[src/shared/prsd_pkg.sv]
// ----------------------------------------------------------------------
// Protection status and debug register block: shared definitions
// ----------------------------------------------------------------------
package prsd_pkg;

  // Register offsets on the serial control bus
  localparam logic [7:0] ADDR_CAPS    = 8'hA0;
  localparam logic [7:0] ADDR_TOPO_LO = 8'hA1;
  localparam logic [7:0] ADDR_TOPO_HI = 8'hA2;
  localparam logic [7:0] ADDR_KEY     = 8'hA3;
  localparam logic [7:0] ADDR_DBG     = 8'hC0;

  // Reset values
  localparam logic [7:0] CAPS_RESET    = 8'h13;
  localparam logic [7:0] TOPO_LO_RESET = 8'h00;
  localparam logic [7:0] TOPO_HI_RESET = 8'h00;
  localparam logic [7:0] KEY_RESET     = 8'h00;
  localparam logic [7:0] DBG_RESET     = 8'h00;

  // Field positions
  localparam int CAPS_REPEATER_BIT    = 6;
  localparam int CAPS_LIST_READY_BIT  = 5;
  localparam int CAPS_FAST_BUS_BIT    = 4;
  localparam int CAPS_FEATURES_BIT    = 1;
  localparam int CAPS_CLEAR_REAUTH    = 0;
  localparam int TOPO_MAX_DEV_BIT     = 7;
  localparam int TOPO_MAX_CASC_BIT    = 3;
  localparam int DBG_CHKSUM_BIT       = 3;
  localparam int DBG_FAST_LINK_VERIFY_BIT      = 2;
  localparam int DBG_TIMER_BIT        = 1;
  localparam int DBG_MASTER_FAST_BIT  = 0;
  localparam int IND_MASTER_FAST_BIT  = 0;
  localparam logic [7:0] DBG_WRITE_MASK = 8'h0F;

  // Verification periods in frames
  localparam logic [7:0] FAST_FRAME_VERIFY_FRAMES = 8'h02;
  localparam logic [7:0] FAST_LINK_CHECK_FRAMES   = 8'h10;
  localparam logic [7:0] SLOW_FRAME_VERIFY_FRAMES = 8'h10;
  localparam logic [7:0] SLOW_LINK_CHECK_FRAMES   = 8'h80;

  // Key list geometry
  localparam logic [6:0] KEY_LIST_DEVICES = 7'h10;
  localparam int         KEY_BYTES_PER_DEV = 5;
  localparam int         KEY_LIST_BYTES    = 80;
  localparam int         KEY_PTR_W         = 7;

  // Receiver status as delivered over the link
  typedef struct packed {
    logic       repeater;
    logic       list_ready;
    logic       fast_bus;
    logic       features;
    logic       clear_reauth;
    logic       max_dev;
    logic [6:0] dev_count;
    logic       max_casc;
    logic [2:0] casc_depth;
  } prsd_rx_status_t;

  // One pixel, three colour channels
  typedef struct packed {
    logic [7:0] red;
    logic [7:0] green;
    logic [7:0] blue;
  } prsd_pixel_t;

  // Line checksum sequencer; one bit changes per step except CK_SEND back to CK_IDLE
  typedef enum logic [1:0] {
    CK_IDLE = 2'b00,
    CK_LINE = 2'b01,
    CK_SEND = 2'b11
  } prsd_ck_state_t;

endpackage

[src/logic/prsd_key_store.sv]
`timescale 1ns/1ns
// ----------------------------------------------------------------------
// Key list byte store with a read position
// ----------------------------------------------------------------------
module prsd_key_store
  import prsd_pkg::*;
(
  input  wire logic                 ref_clk,
  input  wire logic                 reset,
  input  wire logic                 list_start,
  input  wire logic                 wr_valid,
  input  wire logic [7:0]           wr_byte,
  input  wire logic                 rd_advance,
  output logic      [7:0]           rd_byte,
  output logic      [KEY_PTR_W-1:0] rd_ptr
);

  logic [7:0]           mem [KEY_LIST_BYTES]; // List bytes, not reset
  logic [KEY_PTR_W-1:0] wr_ptr;               // Next byte to fill

  // Fill position restarts with each new list
  always_ff @(posedge ref_clk) begin
    if (reset || list_start) begin
      wr_ptr <= '0;
    end else if (wr_valid && (32'(wr_ptr) < KEY_LIST_BYTES)) begin
      wr_ptr <= wr_ptr + 1'b1;
    end
  end

  // Store bytes; overflow beyond the list depth is dropped
  always_ff @(posedge ref_clk) begin
    if (wr_valid && !list_start && (32'(wr_ptr) < KEY_LIST_BYTES)) begin
      mem[wr_ptr] <= wr_byte;
    end
  end

  // Read position: one byte per completed read, restart on new list
  always_ff @(posedge ref_clk) begin
    if (reset || list_start) begin
      rd_ptr <= '0;
    end else if (rd_advance && (32'(rd_ptr) < KEY_LIST_BYTES)) begin
      rd_ptr <= rd_ptr + 1'b1;
    end
  end

  // Unfilled or past-end positions read as zero
  assign rd_byte = (rd_ptr < wr_ptr) ? mem[rd_ptr] : KEY_RESET;
endmodule

[src/logic/prsd_verify_sched.sv]
`timescale 1ns/1ns
// ----------------------------------------------------------------------
// Frame verification and link integrity schedule
// ----------------------------------------------------------------------
module prsd_verify_sched
  import prsd_pkg::*;
(
  input  wire logic ref_clk,
  input  wire logic reset,
  input  wire logic fast,
  input  wire logic frame_start,
  output logic      frame_verify_due,
  output logic      link_integrity_due
);

  logic [7:0] fv_cnt;    // Frames since last verify
  logic [7:0] li_cnt;    // Frames since last integrity check
  logic [7:0] fv_period; // Current verify period
  logic [7:0] li_period; // Current integrity period

  // Period chosen by the fast verification bit
  assign fv_period = fast ? FAST_FRAME_VERIFY_FRAMES : SLOW_FRAME_VERIFY_FRAMES;
  assign li_period = fast ? FAST_LINK_CHECK_FRAMES : SLOW_LINK_CHECK_FRAMES;

  // Compare with >= so a switch to the short period never stalls
  always_ff @(posedge ref_clk) begin
    if (reset) begin
      fv_cnt           <= '0;
      frame_verify_due <= 1'b0;
    end else begin
      frame_verify_due <= 1'b0;
      if (frame_start) begin
        if (fv_cnt >= fv_period - 8'h01) begin
          fv_cnt           <= '0;
          frame_verify_due <= 1'b1;
        end else begin
          fv_cnt <= fv_cnt + 8'h01;
        end
      end
    end
  end

  // Integrity counter, same scheme
  always_ff @(posedge ref_clk) begin
    if (reset) begin
      li_cnt             <= '0;
      link_integrity_due <= 1'b0;
    end else begin
      link_integrity_due <= 1'b0;
      if (frame_start) begin
        if (li_cnt >= li_period - 8'h01) begin
          li_cnt             <= '0;
          link_integrity_due <= 1'b1;
        end else begin
          li_cnt <= li_cnt + 8'h01;
        end
      end
    end
  end
endmodule

[src/logic/prsd_status_regs.sv]
`timescale 1ns/1ns
// ----------------------------------------------------------------------
// Receiver protection status mirror and debug control registers
// ----------------------------------------------------------------------

// Notes on behaviour
// - Bit 6 shows receiver repeater capability
// - Bit 5 shows key list ready
// - Bit 4 fast bus claim, logic ignores
// - Bit 1 shows enhanced feature support
// - Bit 0 shows clear video during reauth
// - Topology error when devices exceed list depth
// - Seven-bit device count, zero for non-repeater
// - Topology error beyond seven cascade levels
// - Three-bit cascade depth field
// - Key port read returns next list byte
// - Debug bit 3 sends per-line channel checksums
// - Fast verify: every 2 and 16 frames
// - Normal verify: every 16 and 128 frames
// - Debug bit 1 speeds authentication timers
// - Debug bit 0 selects master fast timing
// - Master fast bit mirrored in indirect status
module prsd_status_regs
  import prsd_pkg::*;
(
  input  wire logic            ref_clk,
  input  wire logic            reset,
  input  wire logic [7:0]      reg_addr,
  input  wire logic [7:0]      reg_wdata,
  input  wire logic            reg_wr,
  input  wire logic            reg_rd,
  output logic      [7:0]      reg_rdata,
  output logic                 reg_rvalid,
  input  wire logic            status_valid,
  input  wire prsd_rx_status_t status_in,
  input  wire logic            key_list_start,
  input  wire logic            key_byte_valid,
  input  wire logic [7:0]      key_byte,
  input  wire logic            frame_start,
  input  wire logic            video_de,
  input  wire prsd_pixel_t     video_pixel,
  output logic                 checksum_valid,
  output prsd_pixel_t          checksum_out,
  output logic                 frame_verify_due,
  output logic                 link_integrity_due,
  output logic                 auth_timer_speedup,
  output logic                 protect_master_fast_timing,
  output logic      [7:0]      indirect_status_reg
);

  // ----------------------------------------------------------------------
  // Declarations
  // ----------------------------------------------------------------------
  logic [7:0]           rx_capability;         // Mirrored capability
  logic [7:0]           rx_topology_status_lo; // Device count and flag
  logic [7:0]           rx_topology_status_hi; // Cascade depth and flag
  logic [7:0]           protection_debug_ctrl; // Debug controls
  logic [7:0]           key_rd_byte;           // Byte at read position
  logic [KEY_PTR_W-1:0] key_rd_ptr;            // Key read position
  logic                 key_rd_hit;            // Read of the key port
  logic                 line_checksum_enable;  // Debug bit 3
  logic                 fast_link_verify;      // Debug bit 2
  logic [7:0]           next_rdata;            // Read mux result
  logic                 sched_fv;              // Scheduler verify pulse
  logic                 sched_li;              // Scheduler integrity pulse
  prsd_ck_state_t       ck_state;              // Checksum sequencer
  prsd_ck_state_t       next_ck_state;         // Its next value
  logic [2:0][7:0]      ck_acc;                // Running channel sums
  logic [2:0][7:0]      pix_ch;                // Pixel split by channel

  assign line_checksum_enable = protection_debug_ctrl[DBG_CHKSUM_BIT];
  assign fast_link_verify     = protection_debug_ctrl[DBG_FAST_LINK_VERIFY_BIT];
  assign key_rd_hit           = reg_rd && (reg_addr == ADDR_KEY);
  assign pix_ch               = {video_pixel.red, video_pixel.green, video_pixel.blue};

  // Ones-complement add: carry out wraps back into bit 0
  function automatic logic [7:0] ones_add(input logic [7:0] a, input logic [7:0] b);
    logic [8:0] sum;
    sum      = {1'b0, a} + {1'b0, b};
    ones_add = sum[7:0] + {7'h00, sum[8]};
  endfunction

  // ----------------------------------------------------------------------
  // Receiver status mirror
  // ----------------------------------------------------------------------

  // Capability bits follow each status update from the link.
  // Host writes never reach here, so the mirror stays read-only.
  always_ff @(posedge ref_clk) begin
    if (reset) begin
      rx_capability <= CAPS_RESET;
    end else if (status_valid) begin
      rx_capability                      <= 8'h00;
      // Meaningful only once the receiver key is ready
      rx_capability[CAPS_REPEATER_BIT]   <= status_in.repeater;
      rx_capability[CAPS_LIST_READY_BIT] <= status_in.list_ready;
      // Shown for software only; bus traffic rides the link anyway
      rx_capability[CAPS_FAST_BUS_BIT]   <= status_in.fast_bus;
      rx_capability[CAPS_FEATURES_BIT]   <= status_in.features;
      rx_capability[CAPS_CLEAR_REAUTH]   <= status_in.clear_reauth;
    end
  end

  // Device count and overflow flag
  always_ff @(posedge ref_clk) begin
    if (reset) begin
      rx_topology_status_lo <= TOPO_LO_RESET;
    end else if (status_valid) begin
      // Local depth check backs up the flag the receiver sends
      rx_topology_status_lo[TOPO_MAX_DEV_BIT] <= status_in.max_dev ||
          (status_in.repeater && (status_in.dev_count > KEY_LIST_DEVICES));
      // A plain receiver has nothing downstream
      rx_topology_status_lo[6:0] <= status_in.repeater ? status_in.dev_count : 7'h00;
    end
  end

  // Cascade depth and flag; upper nibble reserved
  always_ff @(posedge ref_clk) begin
    if (reset) begin
      rx_topology_status_hi <= TOPO_HI_RESET;
    end else if (status_valid) begin
      rx_topology_status_hi                    <= 8'h00;
      rx_topology_status_hi[TOPO_MAX_CASC_BIT] <= status_in.max_casc;
      rx_topology_status_hi[2:0]               <= status_in.casc_depth;
    end
  end

  // ----------------------------------------------------------------------
  // Key list store
  // ----------------------------------------------------------------------

  // Position advances only on a read of the key port, never on a write; a new list restarts it
  prsd_key_store u_key_store (
    .ref_clk    (ref_clk),
    .reset      (reset),
    .list_start (key_list_start),
    .wr_valid   (key_byte_valid),
    .wr_byte    (key_byte),
    .rd_advance (key_rd_hit),
    .rd_byte    (key_rd_byte),
    .rd_ptr     (key_rd_ptr)
  );

  // ----------------------------------------------------------------------
  // Debug control register
  // ----------------------------------------------------------------------

  // Only the four low bits are writable; the rest stay zero
  always_ff @(posedge ref_clk) begin
    if (reset) begin
      protection_debug_ctrl <= DBG_RESET;
    end else if (reg_wr && (reg_addr == ADDR_DBG)) begin
      protection_debug_ctrl <= reg_wdata & DBG_WRITE_MASK;
    end
  end

  // Control outputs taken from the debug bits
  always_ff @(posedge ref_clk) begin
    if (reset) begin
      auth_timer_speedup         <= 1'b0;
      protect_master_fast_timing <= 1'b0;
      indirect_status_reg        <= 8'h00;
    end else begin
      auth_timer_speedup         <= protection_debug_ctrl[DBG_TIMER_BIT];
      protect_master_fast_timing <= protection_debug_ctrl[DBG_MASTER_FAST_BIT];
      indirect_status_reg        <= 8'h00;
      indirect_status_reg[IND_MASTER_FAST_BIT] <=
          protection_debug_ctrl[DBG_MASTER_FAST_BIT];
    end
  end

  // ----------------------------------------------------------------------
  // Register read port
  // ----------------------------------------------------------------------

  // Read mux; unmapped offsets answer zero
  always_comb begin
    unique case (reg_addr)
      ADDR_CAPS:    next_rdata = rx_capability;
      ADDR_TOPO_LO: next_rdata = rx_topology_status_lo;
      ADDR_TOPO_HI: next_rdata = rx_topology_status_hi;
      ADDR_KEY:     next_rdata = key_rd_byte;
      ADDR_DBG:     next_rdata = protection_debug_ctrl;
      default:      next_rdata = 8'h00;
    endcase
  end

  // Data is answered one cycle after the read strobe
  always_ff @(posedge ref_clk) begin
    if (reset) begin
      reg_rdata  <= 8'h00;
      reg_rvalid <= 1'b0;
    end else begin
      reg_rvalid <= reg_rd;
      if (reg_rd) begin
        reg_rdata <= next_rdata;
      end
    end
  end

  // ----------------------------------------------------------------------
  // Link verification schedule
  // ----------------------------------------------------------------------

  prsd_verify_sched u_verify_sched (
    .ref_clk            (ref_clk),
    .reset              (reset),
    .fast               (fast_link_verify),
    .frame_start        (frame_start),
    .frame_verify_due   (sched_fv),
    .link_integrity_due (sched_li)
  );

  // Registered again so top outputs come from local flops
  always_ff @(posedge ref_clk) begin
    if (reset) begin
      frame_verify_due   <= 1'b0;
      link_integrity_due <= 1'b0;
    end else begin
      frame_verify_due   <= sched_fv;
      link_integrity_due <= sched_li;
    end
  end

  // ----------------------------------------------------------------------
  // Per-line colour checksum
  // ----------------------------------------------------------------------

  // Sequencer: wait for a line, sum it, emit after its end
  always_comb begin
    unique case (ck_state)
      CK_IDLE: next_ck_state = video_de ? CK_LINE : CK_IDLE;
      CK_LINE: next_ck_state = video_de ? CK_LINE : CK_SEND;
      CK_SEND: next_ck_state = CK_IDLE;
      default: next_ck_state = CK_IDLE;
    endcase
  end

  // State register
  always_ff @(posedge ref_clk) begin
    if (reset) begin
      ck_state <= CK_IDLE;
    end else begin
      ck_state <= next_ck_state;
    end
  end

  // One accumulator per channel; the first pixel of a line loads it.
  // A line that starts in CK_SEND loses its first pixel, so blanking must last
  // at least two cycles.
  for (genvar c = 0; c < 3; c++) begin : g_chan
    always_ff @(posedge ref_clk) begin
      if (reset) begin
        ck_acc[c] <= 8'h00;
      end else if (video_de && (ck_state == CK_IDLE)) begin
        ck_acc[c] <= pix_ch[c];
      end else if (video_de && (ck_state == CK_LINE)) begin
        ck_acc[c] <= ones_add(ck_acc[c], pix_ch[c]);
      end
    end
  end

  // Checksum is sent only while enabled; it is the inverted sum
  always_ff @(posedge ref_clk) begin
    if (reset) begin
      checksum_valid <= 1'b0;
      checksum_out   <= '0;
    end else begin
      checksum_valid <= 1'b0;
      if ((ck_state == CK_LINE) && !video_de && line_checksum_enable) begin
        checksum_valid <= 1'b1;
        checksum_out   <= ~ck_acc;
      end
    end
  end
endmodule

[config.mk]
export PLATFORM = sky130hd
export DESIGN_NAME = prsd_status_regs
export DESIGN_NICKNAME = d
export VERILOG_FILES = /design/src/shared/prsd_pkg.sv /design/src/logic/prsd_key_store.sv /design/src/logic/prsd_verify_sched.sv /design/src/logic/prsd_status_regs.sv
export SDC_FILE = /design/constraint.sdc
export NUM_CORES = 1
export LEC_CHECK = 0
export BUFFER_PORTS_ARGS = -buffer_cell sky130_fd_sc_hd__buf_4
export CAP_MARGIN = 40
export CELL_PAD_IN_SITES_DETAIL_PLACEMENT = 1
export CELL_PAD_IN_SITES_GLOBAL_PLACEMENT = 1
export CORE_ASPECT_RATIO = 1.5
export CORE_MARGIN = 2
export CORE_UTILIZATION = 59
export CTS_BUF_LIST = sky130_fd_sc_hd__clkbuf_4
export CTS_CLUSTER_DIAMETER = 50
export DETAILED_ROUTE_END_ITERATION = 8
export GPL_TIMING_DRIVEN = 1
export PLACE_DENSITY = 0.95
export SYNTH_ARGS = -nofsm -noshare
export SYNTH_HDL_FRONTEND = slang
export SYNTH_SLANG_ARGS = --single-unit
[constraint.sdc]
create_clock -name ref_clk -period 7.4 [get_ports ref_clk]
set_input_delay 0.74 -clock ref_clk [delete_from_list [all_inputs] [get_ports ref_clk]]
set_output_delay 0.74 -clock ref_clk [all_outputs]
set_load 0.01 [all_outputs]
==> results.toml, run 1 <==
[pwr]
power_density_nw_per_um2 = 248
ir_drop_v = 0.000181
total_leakage_power_nw = 11.7

[drt]
drc = 0
vias = 20600
detail-route-antenna-nets = 0
drt_pass1_iterations = 7
vias_per_cell = 7.07
drt-wirelength-per-cell_um = 34.6
wirelength_mm = 101
dr.first_iter.drc_count = 2572

[finish]
layout.area.seq_um2 = 21700
fin_area_um2 = 35000
syn2layout_area_growth_pct = 12.0
multi_input_area_um2 = 9030
largest_register_ffs = 640
num-fill-cells = 4594
layout-drive-gt1-share_pct = 26.4
top_register = "u_key_store.mem"
top_regs = "u_key_store.mem (640), checksum_out (24), ck_acc (24)"
nets = 2218

[flow_run]
maxCapViolCount = 0

[hold_path]
hp-class = "in -> reg"
holdPathStages = 3
min_from = "status_in[7]"

[floorplanning]
rows = 103
ios = 120
core_um2 = 52600
die_x_um = 192
dieArea_um2 = 54900
initial_core_util_pct = 59.5
die_y_um = 286

[critical_path]
r2r-end = "reg_rdata[3]"
cp-start-kind = "flop"
crit_end = "reg_rdata[3]"
critPathKind = "reg -> reg"
critical_path_arrival_ns = 5.10
path_max_fanout = 33
crit_path_end_kind = "flop"
ff2ff_path_depth = 7
reg2reg_setup_slack_ns = 3.17
critPathRequiredTime_ns = 8.27

[clocking]
cts.repair.resized = 0
ctsHtreeMaxLevel = 4
cts-root-buf = "clkbuf_4"
cts_setup_buffers = 0
clkLatencyLatePin_ns = 1.01
clkSinkCount = 764
cts_tree = "built"
clockBufferDepth = 3
path_clk_slew_ns = 0.09
cts_buffers = 169

[sta]
post-route-period-util_pct = 57.2
slew_violations = 0
maxSlewHeadroom_pct = 29.1
post-route-min-period_ns = 4.23
max_freq_mhz = 236
fin_skew_ns = 0.101
hold_viol = 0
setup_viol = 0
worst_pin_slew_ns = 1.06
rsz0062_at_grt = "no"
fin_setup_tns_ns = 0

[synth]
netlist_instances = 1880
synth_edf_count = 640
ys_dominant_reg_cell = "edfxtp_1"
synth-seq-cells = 764
seq_area_frac_synth_pct = 69.4
ys_types = 64
async_reset_ff_share_pct = 0
avgSynthCellArea_um2 = 16.6
ys_warn_count = 0
syn_area_um2 = 31300

[status]
status = "finished clean"

[global_route]
grt_pass1_wl_mm = 148
antenna_found_initial = 2
grt_usage_pct = 37.6
grt.overflow.total = 0
grt_max_degree = 81
grt_pass1_vias = 21900

[placed_design]
place_area_um2 = 32700
io_buffers = 108
dpl.hpwl_mm = 55.1
gp_congestion = 0.870
cells in the mapped netlist (5+ instances only):
library cell / n / area share, %
buf_4: 12 / 0.29
o21ai_0: 21 / 0.34
nor2_1: 219 / 2.6
o21a_1: 6 / 0.14
inv_1: 15 / 0.18
nor4_1: 8 / 0.16
a22o_1: 22 / 0.62
buf_2: 17 / 0.27
ha_1: 46 / 1.8
a21oi_1: 59 / 0.94
nand3b_1: 5 / 0.12
clkbuf_1: 54 / 0.65
buf_1: 10 / 0.12
nand4_1: 12 / 0.24
mux4_2: 168 / 12
a221oi_1: 34 / 0.95
edfxtp_1: 640 / 61
nand3_1: 26 / 0.42
nand2b_1: 13 / 0.26
or2_2: 8 / 0.16
mux2i_1: 11 / 0.35
a22oi_1: 37 / 0.89
and2_1: 8 / 0.16
dfxtp_1: 124 / 7.9
xnor2_1: 13 / 0.36
and3_1: 7 / 0.14
nor3_1: 31 / 0.50
buf_6: 9 / 0.32
o22ai_1: 11 / 0.22
a211o_1: 7 / 0.20
xor2_1: 28 / 0.78
nand2_1: 61 / 0.73
nor2b_1: 22 / 0.44
a21o_1: 13 / 0.31
a211oi_1: 23 / 0.55
nor3b_1: 20 / 0.48
o31ai_1: 6 / 0.14
metrics by stage:
stage | utilization, % | hold slack [ns] | setup WS (ns) | instances | total power [W]
3_3_place_gp | 62.0 | 0.418 | 3.66 | 2588 | 0.00512
3_5_place_dp | 62.2 | 0.436 | 3.46 | 2596 | 0.00516
4_1_cts | 66.5 | 0.00399 | 3.20 | 2902 | 0.00866
5_1_grt | 66.6 | 0.0427 | 3.11 | 2911 | 0.00888
2_1_floorplan | - | 0.414 | 4.25 | 1886 | 0.00499
6_report | 66.6 | 0.00248 | 3.17 | 2911 | 0.00868
report_power, final:
part	total (W)	internal (W)	switching (W)
Clock	0.00358	0.00171	0.00186
Sequential	0.00470	0.00467	0.0000249
Combinational	0.000404	0.000132	0.000272
Total	0.00868	0.00652	0.00216
layout by cell type, fill, tap and decap left out, types with 8 or more instances in the layout:
cell        n
edfxtp_1  640
clkbuf_4  240
nor2_1    219
mux4_2    168
buf_4     125
dfxtp_1   122
nand2_1    61
a21oi_1    59
ha_1       46
a22oi_1    37
clkinv_1   37
a221oi_1   34
nor3_1     31
xor2_1     28
nand3_1    26
a211oi_1   23
a22o_1     22
o21ai_0    21
nor2b_1    20
nor3b_1    20
inv_1      15
a21o_1     13
nand2b_1   13
xnor2_1    13
nand4_1    12
mux2i_1    11
o22ai_1    11
clkinv_2   10
and2_1      8
or2_2       8
nor4_1      8
worst max-delay path, cell delays in order, from the launching register on:
cell and delay (ns):
dfxtp_4 0.84, buf_4 0.56, mux4_2 0.59, a22o_1 0.26, a221oi_1 0.77, o22ai_1 0.20
nor3_1 0.60, o221ai_1 0.21
worst min path at each step:
stage                                    end  slack (ns)
global route                rx_capability[5]        0.04
finish              rx_topology_status_lo[3]       0.002
CTS                 rx_topology_status_hi[2]       0.004
global placement          link_integrity_due        0.42
detailed placement        link_integrity_due        0.44
floorplan                   frame_verify_due        0.41
logic make-up (layout without fill, tap and decap cells):
| kind of cell | count (synthesis) | count (layout) | share of synthesized area, % |
|---|---|---|---|
| other | 1 | 9 | 0.0120 |
| DFF | 764 | 764 | 69.4 |
| and+or+nand+nor | 454 | 454 | 6.80 |
| AOI/OAI and AO/OA | 274 | 274 | 6.28 |
| adders and majority gates | 49 | 49 | 2.03 |
| buffers and inverters | 117 | 458 | 1.83 |
| muxes | 179 | 179 | 12.4 |
| xor gates and xnor gates | 42 | 42 | 1.22 |
final cells by class:
type	count	share of cell area [%]
multi-input combinational	1005	25.8
inverter	15	0.161
antenna	2	0.0143
timing repair buffer	140	3.28
tap	682	2.44
clock buffer	240	5.14
sequential	764	62.0
clock inverter	63	1.20
metal layers:
| layer | up-vias | GRT usage (%) | share of wire, % |
|---|---|---|---|
| met5 | - | 0 | 0 |
| met4 | 0 | 24.3 | 7.5 |
| met3 | 490 | 9.47 | 10 |
| met2 | 1749 | 61.2 | 49 |
| met1 | 10400 | 44.7 | 33 |
| li1 | 8001 | - | - |
repair_timing:
action                                 in CTS  in global routing
hold buffers                                3                  1
setup endpoints to repair                   0                  0
endpoints found under the hold margin       3                  2
Note: power is estimated with default switching activity, not from simulation.
==> inputs of run 2 (changes only) <==
--- a/config.mk
+++ b/config.mk
@@ -11,12 +11,12 @@
 export CELL_PAD_IN_SITES_GLOBAL_PLACEMENT = 1
 export CORE_ASPECT_RATIO = 1.5
 export CORE_MARGIN = 2
-export CORE_UTILIZATION = 59
+export CORE_UTILIZATION = 50
 export CTS_BUF_LIST = sky130_fd_sc_hd__clkbuf_4
 export CTS_CLUSTER_DIAMETER = 50
 export DETAILED_ROUTE_END_ITERATION = 8
 export GPL_TIMING_DRIVEN = 1
-export PLACE_DENSITY = 0.95
+export PLACE_DENSITY = 0.89
 export SYNTH_ARGS = -nofsm -noshare
 export SYNTH_HDL_FRONTEND = slang
 export SYNTH_SLANG_ARGS = --single-unit
==> constraint.sdc (replaced) <==
create_clock -name ref_clk -period 3.6 [get_ports ref_clk]
set_input_delay 0.36 -clock ref_clk [delete_from_list [all_inputs] [get_ports ref_clk]]
set_output_delay 0.36 -clock ref_clk [all_outputs]
set_load 0.01 [all_outputs]
==> results.toml, run 2 (synthesized netlist as in run 1, its figures left out) <==
[finish]
syn2layout_area_growth_pct = 17.7
instances_no_fill = 3198
largest_register_ffs = 640
top_regs = "u_key_store.mem (640), checksum_out (24), ck_acc (24)"
nets = 2373
final_common_cell = "edfxtp_1"
layout_common_cells = "640 x edfxtp_1, 269 x clkbuf_4, 212 x nor2_1"
finish.utilization_pct = 59.3
layout-drive-gt1-share_pct = 27.7
top_register = "u_key_store.mem"

[clocking]
path_clk_slew_ns = 0.11
clockBufferDepth = 3
clkLatencyLatePin_ns = 1.09
cts_setup_buffers = 0
cts_buffers = 177
cts_tree = "built"
clkSinkCount = 764
ctsHtreeMaxLevel = 4
cts-root-buf = "clkbuf_4"

[drt]
drt-wirelength-per-cell_um = 32.9
wl_met3_mm = 9.42
wirelength_mm = 105
vias_per_cell = 6.59
wl_met1_mm = 34.7
routed-wl-met2_mm = 53.1
top_layer_used = "met5"
vias = 21100
drt_pass1_iterations = 5
drc = 0
detail-route-antenna-nets = 0
dr.first_iter.drc_count = 2690

[pwr]
power_density_nw_per_um2 = 501
ir_drop_v = 0.000246
power_w = 0.0184
p_seq_share_pct = 52.4
p_sw_share_pct = 24.7
clkPwrFrac_pct = 42.5
pwr-share-comb_pct = 5.1
total_leakage_power_nw = 12.5
p_sw_w = 0.00456
intPower_w = 0.0139

[critical_path]
crit_path_end_kind = "flop"
critPathRequiredTime_ns = 4.20
r2r-start = "u_key_store.wr_ptr[4]"
critPathKind = "reg -> reg"
r2r-end = "u_key_store.mem[45][7]"
reg2reg_setup_slack_ns = -0.03
ff2ff_path_depth = 5
cp-start-kind = "flop"
path_max_fanout = 9
critical_path_arrival_ns = 4.22

[sta]
max_freq_mhz = 276
layout_setup_ws_ns = -0.0259
worst_pin_slew_ns = 1.03
fin_setup_tns_ns = -0.0455
hold_viol = 0
hold_ws_ns = 0.149
fin_skew_ns = 0.123
setup_viol = 4
slew_violations = 0
post-route-min-period_ns = 3.63
post-route-period-util_pct = 101
maxSlewHeadroom_pct = 31.3

[placed_design]
gp_congestion = 0.866
io_buffers = 108
dp_cells = 2757
dpl.hpwl_mm = 55.8

[floorplanning]
die_y_um = 310
core_um2 = 62100
die_x_um = 208
ios = 120
dieArea_um2 = 64600
rows = 112
initial_core_util_pct = 50.4

[global_route]
grt_pass1_wl_mm = 155
grt_pass1_vias = 23000
grt.overflow.total = 0
grt_max_degree = 81
grt_usage_pct = 33.3
antenna_found_initial = 7

[status]
status = "finished with violations"
failed_checks = "setup timing"

[hold_path]
hp-class = "in -> reg"
hold_path_end = "u_key_store.mem[0][6]"
min_from = "key_byte[6]"
holdPathStages = 2

[flow_run]
maxCapViolCount = 0
## run 2: cell types whose count changed in the layout (fill, tap and decap cells not counted), sizes merged
cell / change
dlygate4sd3: +99
buf: +48
clkbuf: +29
inv: -6
clkinvlp: -2
bufinv: +1
clkinv: +1
diode: +1
## run 2: through the flow
stage               setup WS (ns)  instance area [um^2]
floorplan                   0.832                 31300
global placement            0.435                 33200
detailed placement          0.382                 33200
CTS                         0.108                 36700
global route             -0.00859                 36800
finish                    -0.0259                 36800
## run 2: layout make-up
class	instances	area (um^2)
inverter	15	56.3
clock inverter	57	429
tap	798	998
sequential	764	21700
clock buffer	269	2020
antenna	3	7.51
fill	5728	25300
timing repair buffer	287	2540
multi-input combinational	1005	9050
## run 2: how the worst max path moves through the flow
| stage | startpoint | to | slack (ns) |
|---|---|---|---|
| final | u_key_store.wr_ptr[4] | u_key_store.mem[45][7] | -0.03 |
| after global routing | ck_acc[8] | ck_acc[10] | -0.009 |
| after CTS | u_key_store.wr_ptr[4] | u_key_store.mem[58][1] | 0.11 |
| after detailed placement | video_pixel[8] | ck_acc[14] | 0.38 |
| after global placement | video_pixel[8] | ck_acc[12] | 0.44 |
| after floorplan | video_pixel[8] | ck_acc[14] | 0.83 |
## run 2: timing repair
| action | CTS | global route |
|---|---|---|
| hold endpoints to repair | 578 | 0 |
| hold buffers | 103 | 0 |
| setup endpoints to repair | 0 | 34 |
| resized for setup | 0 | 9 |
## run 2: power groups by stage
stage | Combinational [W] | Clock [W] | Sequential, W
floorplan | 0.000417 | 0 | 0.00983
global route | 0.000994 | 0.00827 | 0.00966
detailed placement | 0.000749 | 0 | 0.00985
global placement | 0.000695 | 0 | 0.00984
CTS | 0.000857 | 0.00778 | 0.00965
finish | 0.000942 | 0.00784 | 0.00966
## run 2: routing by layer
metal	GRT usage [%]	up-vias
met2	56.2	1594
met5	0	-
li1	-	8318
met1	36.2	10600
met3	9.50	524
met4	24.0	8
## run 2: critical path, stage by stage (launching register included)
cell and delay, ns:
dfxtp_1 0.41, o21ai_0 0.67, nand3_1 0.29, nor2_1 0.33
nand2_1 0.52, nor2_1 0.90
